===== config.mk =====
export PLATFORM = sky130hd
export DESIGN_NAME = pws_stepper
export DESIGN_NICKNAME = d
export VERILOG_FILES = /design/src/pws_pkg.sv /design/src/pws_stepper.sv
export SDC_FILE = /design/constraint.sdc
export NUM_CORES = 1
export LEC_CHECK = 0
export BUFFER_PORTS_ARGS = -buffer_cell sky130_fd_sc_hd__buf_4
export CAP_MARGIN = 20
export CORE_UTILIZATION = 60
export CTS_BUF_LIST = sky130_fd_sc_hd__clkbuf_4 sky130_fd_sc_hd__clkbuf_8
export DETAILED_ROUTE_END_ITERATION = 6
export GPL_TIMING_DRIVEN = 0
export PLACE_DENSITY = 0.77
export SETUP_SLACK_MARGIN = 0.4
export SLEW_MARGIN = 30
export SYNTH_ARGS = -nofsm -noshare
export SYNTH_HDL_FRONTEND = slang
export SYNTH_SLANG_ARGS = --single-unit

===== constraint.sdc =====
create_clock -name clk_in -period 3.3 [get_ports clk_in]
set_clock_uncertainty 0.15 [all_clocks]
set_input_delay 0.495 -clock clk_in [delete_from_list [all_inputs] [get_ports clk_in]]
set_output_delay 0.495 -clock clk_in [all_outputs]
set_load 0.01 [all_outputs]

===== src/pws_pkg.sv =====
/*
  Shared constants and types for the pushbutton wiper stepper.
  Assumes a single 250 MHz clock; all times below are converted to cycles.
*/
package pws_pkg;

    // ------------------------------------------------------------------
    // clock and times
    // ------------------------------------------------------------------
    localparam int CLK_HZ     = 250_000_000;
    localparam int CLK_PER_US = CLK_HZ / 1_000_000;
    localparam int CLK_PER_MS = CLK_HZ / 1_000;

    localparam int CONTACT_MS = 1;     // contact qualify / release time
    localparam int DIGITAL_US = 1;     // step input least low time
    localparam int HOLD_MS    = 1000;  // hold before auto-repeat
    localparam int REPEAT_MS  = 100;   // auto-repeat interval
    localparam int IDLE_MS    = 1000;  // inactivity before reversal
    localparam int STORE_MS   = 2000;  // stable time before a store

    localparam int CONTACT_CYC = CONTACT_MS * CLK_PER_MS;
    localparam int DIGITAL_CYC = DIGITAL_US * CLK_PER_US;
    localparam int HOLD_CYC    = HOLD_MS * CLK_PER_MS;
    localparam int REPEAT_CYC  = REPEAT_MS * CLK_PER_MS;
    localparam int IDLE_CYC    = IDLE_MS * CLK_PER_MS;
    localparam int STORE_CYC   = STORE_MS * CLK_PER_MS;

    // ------------------------------------------------------------------
    // widths, positions and reset values
    // ------------------------------------------------------------------
    localparam int         WIPER_W   = 6;
    localparam int         CNT_W     = 32;
    localparam int         NCH       = 3;
    localparam int         CH_UP     = 0;
    localparam int         CH_DOWN   = 1;
    localparam int         CH_STEP   = 2;
    localparam int         STORE_BIT = 3;
    localparam logic [5:0] WIPER_MIN = 6'h00;
    localparam logic [5:0] WIPER_MAX = 6'h3F;
    localparam logic [5:0] WIPER_RST = 6'h00;

    typedef enum {SEL_NONE, SEL_UP, SEL_DOWN, SEL_STEP} pws_sel_e;

    typedef struct packed {
        logic                      booted;
        logic                      single;
        logic                      dir_up;
        logic                      moved;
        logic                      first_done;
        logic                      nv_write;
        logic [WIPER_W-1:0]        wiper;
        logic [WIPER_W-1:0]        stored;
        logic [WIPER_W-1:0]        nv_data;
        logic [NCH-1:0]            pressed;
        logic [NCH-1:0]            pend;
        logic [NCH-1:0][CNT_W-1:0] lvl_cnt;
        logic [NCH-1:0][CNT_W-1:0] hold_cnt;
        logic [CNT_W-1:0]          idle_cnt;
        logic [CNT_W-1:0]          stable_cnt;
    } pws_state_s;

endpackage : pws_pkg


===== src/pws_stepper.sv =====
/*
  Wiper stepping control: qualifies the three active-low control inputs,
  steps a 6-bit wiper, handles one/two button modes, direction reversal
  and nonvolatile store requests.
  Assumes inputs synchronous to clk_in, a nonvolatile cell that presents
  the saved wiper on nv_data_in at reset release and accepts one-cycle
  write pulses, and a strap level telling whether down contact is tied high.
*/
`timescale 1ns/1ps
module pws_stepper #(
    parameter int CONTACT_CYC = pws_pkg::CONTACT_CYC,
    parameter int HOLD_CYC    = pws_pkg::HOLD_CYC,
    parameter int REPEAT_CYC  = pws_pkg::REPEAT_CYC,
    parameter int IDLE_CYC    = pws_pkg::IDLE_CYC,
    parameter int STORE_CYC   = pws_pkg::STORE_CYC
) (
    input  wire logic       clk_in,
    input  wire logic       rst_in,
    input  wire logic       ce_in,
    input  wire logic       up_contact_in,
    input  wire logic       down_contact_in,
    input  wire logic       step_in,
    input  wire logic       down_strap_in,
    input  wire logic [5:0] nv_data_in,
    output logic      [5:0] wiper_out,
    output logic            single_mode_out,
    output logic            dir_up_out,
    output logic            nv_write_out,
    output logic      [5:0] nv_data_out
);

    // ------------------------------------------------------------------
    // state
    // ------------------------------------------------------------------
    pws_pkg::pws_state_s st;
    pws_pkg::pws_state_s next_st;
    pws_pkg::pws_sel_e   sel;
    logic [pws_pkg::NCH-1:0] raw;
    logic [pws_pkg::NCH-1:0] served;
    logic [pws_pkg::CNT_W-1:0] qual;
    logic                 sg_step;
    logic                 go_up;
    logic                 sg_active;
    logic                 dirty;

    // ------------------------------------------------------------------
    // next state
    // ------------------------------------------------------------------
    always_comb begin
        next_st = st;
        next_st.nv_write = 1'b0;
        sel = pws_pkg::SEL_NONE;
        raw = {~step_in, ~down_contact_in, ~up_contact_in};
        served = '0;
        qual = '0;
        sg_step = 1'b0;
        go_up = 1'b0;
        sg_active = 1'b0;
        dirty = 1'b0;
        if (!st.booted) begin
            // restore and strap capture happen right after reset release
            next_st.booted  = 1'b1;
            next_st.wiper   = nv_data_in;
            next_st.stored  = nv_data_in;
            next_st.single  = down_strap_in;
        end else begin
            // fixed order: step input, then up, then down
            if (st.pend[pws_pkg::CH_STEP]) begin
                sel = pws_pkg::SEL_STEP;
                served[pws_pkg::CH_STEP] = 1'b1;
            end else if (st.pend[pws_pkg::CH_UP]) begin
                sel = pws_pkg::SEL_UP;
                served[pws_pkg::CH_UP] = 1'b1;
            end else if (st.pend[pws_pkg::CH_DOWN]) begin
                sel = pws_pkg::SEL_DOWN;
                served[pws_pkg::CH_DOWN] = 1'b1;
            end
            next_st.pend = st.pend & ~served;

            // per-input qualification; a new request below wins a clear
            for (int i = 0; i < pws_pkg::NCH; i++) begin
                qual = (i == pws_pkg::CH_STEP) ?
                       pws_pkg::CNT_W'(pws_pkg::DIGITAL_CYC) :
                       pws_pkg::CNT_W'(CONTACT_CYC);
                if (raw[i] == st.pressed[i]) begin
                    next_st.lvl_cnt[i] = '0;
                end else if (st.lvl_cnt[i] >= qual - 1) begin
                    // short highs never reach here, so pulses merge
                    next_st.lvl_cnt[i] = '0;
                    next_st.pressed[i] = raw[i];
                    if (raw[i]) begin
                        next_st.pend[i]     = 1'b1;
                        next_st.hold_cnt[i] = '0;
                    end
                end else begin
                    next_st.lvl_cnt[i] = st.lvl_cnt[i] + 1'b1;
                end
                if (st.pressed[i] && next_st.pressed[i]) begin
                    if (st.hold_cnt[i] >= pws_pkg::CNT_W'(HOLD_CYC - 1)) begin
                        next_st.pend[i]     = 1'b1;
                        next_st.hold_cnt[i] =
                            pws_pkg::CNT_W'(HOLD_CYC - REPEAT_CYC);
                    end else begin
                        next_st.hold_cnt[i] = st.hold_cnt[i] + 1'b1;
                    end
                end
            end
            if (st.single) begin
                next_st.pend[pws_pkg::CH_DOWN] = 1'b0;
            end

            // one-input steps follow the shared direction
            sg_step = (sel == pws_pkg::SEL_STEP) ||
                      (sel == pws_pkg::SEL_UP && st.single);
            go_up = sg_step ? st.dir_up : (sel == pws_pkg::SEL_UP);
            if (sel != pws_pkg::SEL_NONE) begin
                if (go_up && st.wiper != pws_pkg::WIPER_MAX) begin
                    next_st.wiper = st.wiper + 1'b1;
                end else if (!go_up && st.wiper != pws_pkg::WIPER_MIN) begin
                    next_st.wiper = st.wiper - 1'b1;
                end
            end
            // dual-button steps leave direction alone, so ends just stick
            if (sg_step) begin
                next_st.moved = 1'b1;
                if (next_st.wiper == pws_pkg::WIPER_MIN) begin
                    next_st.dir_up = 1'b1;
                    next_st.moved  = 1'b0;
                end else if (next_st.wiper == pws_pkg::WIPER_MAX) begin
                    next_st.dir_up = 1'b0;
                    next_st.moved  = 1'b0;
                end
            end

            // inactivity reversal; counter parks at its limit
            sg_active = st.pressed[pws_pkg::CH_STEP] ||
                        (st.single && st.pressed[pws_pkg::CH_UP]);
            if (sg_active) begin
                next_st.idle_cnt = '0;
            end else if (st.idle_cnt >= pws_pkg::CNT_W'(IDLE_CYC - 1)) begin
                if (st.moved && !sg_step) begin
                    next_st.dir_up = ~st.dir_up;
                    next_st.moved  = 1'b0;
                end
            end else begin
                next_st.idle_cnt = st.idle_cnt + 1'b1;
            end

            // store scheduling; bit 3 filter limits cell wear
            dirty = st.first_done ?
                    (st.wiper[pws_pkg::STORE_BIT] !=
                     st.stored[pws_pkg::STORE_BIT]) :
                    (st.wiper != st.stored);
            if (next_st.wiper != st.wiper) begin
                next_st.stable_cnt = '0;
            end else if (st.stable_cnt < pws_pkg::CNT_W'(STORE_CYC - 1)) begin
                next_st.stable_cnt = st.stable_cnt + 1'b1;
            end else if (dirty) begin
                next_st.nv_write   = 1'b1;
                next_st.nv_data    = st.wiper;
                next_st.stored     = st.wiper;
                next_st.first_done = 1'b1;
            end
        end
    end

    // ------------------------------------------------------------------
    // registers
    // ------------------------------------------------------------------
    always_ff @(posedge clk_in) begin
        if (rst_in) begin
            st        <= '0;
            st.dir_up <= 1'b1;
            st.wiper  <= pws_pkg::WIPER_RST;
        end else if (ce_in) begin
            st <= next_st;
        end
    end

    assign wiper_out       = st.wiper;
    assign single_mode_out = st.single;
    assign dir_up_out      = st.dir_up;
    assign nv_write_out    = st.nv_write;
    assign nv_data_out     = st.nv_data;
endmodule : pws_stepper


==> results_dict.tcl <==
set metrics [dict create \
    io_pins 28 \
    tightest_slew_ns 0.980 \
    ant_nets 0 \
    reg2reg_slack_ns 0.45 \
    syn-num-nets 1680 \
    antenna_found_initial 0 \
    die_y_um 153 \
    status "finished, violations left" \
    crit_path_max_fanout 5 \
    row_count 55 \
    first_pass_iters 7 \
    ctsRootBufferMaster "clkbuf_8" \
    synth-async-reset-ratio_pct 0 \
    cts-buffers-inserted 48 \
    wl_per_cell_um 16.6 \
    post-route-min-period_ns 2.85 \
    met3_usage_pct 4.31 \
    worst-r2r-cell-count 10 \
    antenna_cells 0 \
    maxCapViolCount 0 \
    grt_max_degree 13 \
    ys_types 74 \
    rr_startpoint "st[160]" \
    synthTopCellsByArea "dfxtp_1 (42%), nor2_1 (5.4%), nand2_1 (3.9%), xor2_1 (3.8%), a21oi_1 (3.5%)" \
    fin_crit_sh_pct 86.3 \
    max_freq_mhz 351 \
    synth_seq_cells 286 \
    powerDensity_mw_per_mm2 460 \
    grt_pass1_vias 11600 \
    grt_pass1_wl_um 56200 \
    setup_viol 0 \
    holdBufCountCts 0 \
    routabilityCongestion 0.939 \
    yosysSeqAreaShare_pct 41.6 \
    drt_iter0_markers 1014 \
    final_common_cell "dfxtp_1" \
    yosysWarnings 0 \
    top_usage_layer "met2" \
    core-area_mm2 0.0226 \
    grt_util_met1_pct 38.4 \
    path_class "register to register" \
    syn_inst 1654 \
    dp_hpwl_um 22800 \
    viasPerCell 6.11 \
    met2_usage_pct 46.1 \
    slew_viol_final 0 \
    worstPathArrival_ns 3.19 \
    route.detailed.drc 3 \
    rr_endpoint "st[84]" \
    yosysTopAreaCellShare_pct 41.6 \
    overflow 0 \
    dieArea_mm2 0.0235 \
    cp-endpoint "st[84]" \
    fp.dieW_um 153 \
    grtUsageTotal_pct 28.5 \
    p_leak_nw 5.88 \
    start_kind "register" \
    num_vias 12700 \
    synth_ff_type "dfxtp_1" \
    synth_edf_count 0 \
    hold_class "input pin to register" \
    crit_start "st[160]" \
    clock_latency_ns 0.58 \
    final_net_count 1779 \
    slew_headroom_pct 34.6 \
    start_util_pct 61.0 \
    required_ns 3.64 \
    drive_gt1_share_pct 14.2 \
    cts_tree "done" \
    rsz0062_at_grt "yes" \
    cts.clk_slew.worst_paths_ns 0.07 \
    end_kind "register" \
    postLayoutCoreUtil_pct 71.0 \
    violations "DRC" \
    drt_wl_total_um 34500 \
    syn-cell-area_mm2 0.0138 \
    cts.sinks 286 \
    syn_to_final_growth_pct 16.5 \
    port_buffers 26 \
    htreeDepth 2 \
    tns_ns 0 \
    final_cell_mix "dfxtp_1 (282), nor2_1 (192), nand2_1 (140)" \
    synth_area_leader_cell "dfxtp_1" \
    hold_viol 0 \
    clk_path_buf_depth 3 \
    syn_avg_cell_area_um2 8.32 \
    ir_drop_mv 0.310 \
]
[cell usage after synthesis, types with 7 or more instances]
cell type and number:
a211oi_1 16, a21boi_0 12, a21o_1 18, a21oi_1 96
a22o_1 11, a22oi_1 7, a311oi_1 30, a31oi_1 9
a32o_1 10, a41oi_1 10, and2_1 30, and3_1 72
and4_1 11, buf_4 17, clkbuf_1 68, dfxtp_1 286
ha_1 13, inv_1 33, mux2i_1 19, nand2_1 142
nand2b_1 26, nand3_1 78, nand4_1 37, nor2_1 197
nor3_1 37, nor4_1 35, o211ai_1 7, o21a_1 8
o21ai_0 68, o22ai_1 8, o31ai_1 20, or2_2 9
or3_1 27, or4_1 11, xnor2_1 35, xor2_1 59
[per-stage QoR]
stage | power [mW] | area (µm²) | worst slack [ns] | cells | hold slack (ns)
6_report | 7.37 | 16000 | 0.453 | 2077 | 0.0619
5_1_grt | 7.61 | 16000 | 0.356 | 2077 | 0.0966
4_1_cts | 7.39 | 15700 | 0.403 | 2061 | 0.0526
3_5_place_dp | 3.88 | 14300 | -0.333 | 1965 | 0.268
3_3_place_gp | 3.87 | 14300 | -0.277 | 1965 | 0.267
2_1_floorplan | 3.77 | 13800 | 0.483 | 1654 | 0.258
[what timing repair did]
action                                  CTS  global route
gates cloned                              0             1
endpoints found under the setup margin  171           132
pin swaps                                12            23
hold endpoints to repair                  0             0
resized for setup                        56            81
setup buffers                             7            15
[worst min-delay path by stage]
stage	start	to	slack, ns	cells after the start
floorplan	st[159]	st[159]	0.26	2
global placement	st[159]	st[159]	0.27	2
detailed placement	st[159]	st[159]	0.27	2
CTS	down_strap_in	single_mode_out	0.05	3
global route	down_strap_in	single_mode_out	0.1	3
finish	down_strap_in	single_mode_out	0.06	3
[cells by family after synthesis]
kind of cell | after synthesis | share of synthesized area (%)
AO/OA/AOI/OAI | 379 | 18.7
XOR/XNOR | 94 | 5.98
adder cells (fa/ha/maj) | 13 | 1.18
buffers and inverters | 128 | 4.06
flip-flops | 286 | 41.6
multiplexers | 19 | 1.38
AND/OR/NAND/NOR | 735 | 27.1
[cell type report]
cell class              count  area (µm²)
fillers                  1757        6540
flip-flops and latches    286        5740
inverters                  33         124
clock inverters            14         150
plain buffers              95         515
well taps                 285         357
clock buffers              75         951
repair buffers             49         378
multi-input cells        1240        7820
[where the power goes]
group / internal [mW] / switching [mW] / total [mW]
registers: 3.47 / 0.0205 / 3.49
clock network: 2.07 / 1.46 / 3.54
logic: 0.118 / 0.227 / 0.345
total: 5.66 / 1.71 / 7.37
[state kept, by name, summed over array words and instances (netlist names), named ones only]
register and cells:
wiper_out 6, dir_up_out 1, nv_data_out 6, nv_write_out 1
st 270, single_mode_out 1
[critical path, cell delays in order, from the launching register on]
cell and delay [ns]:
dfxtp_4 0.36, ha_4 0.17, and3_4 0.20, o41ai_4 0.31
a21boi_2 0.12, o211a_4 0.29, nor3_4 0.30, nor2_4 0.09
buf_6 0.15, or4_1 0.50, a21boi_1 0.14
[metal layers]
layer / wire length, µm / vias to the layer above
met5: 0 / -
met4: 1050 / 0
met3: 2120 / 90
met2: 15700 / 421
met1: 15600 / 5976
li1: - / 6205
(Power assumes the default switching activity.)
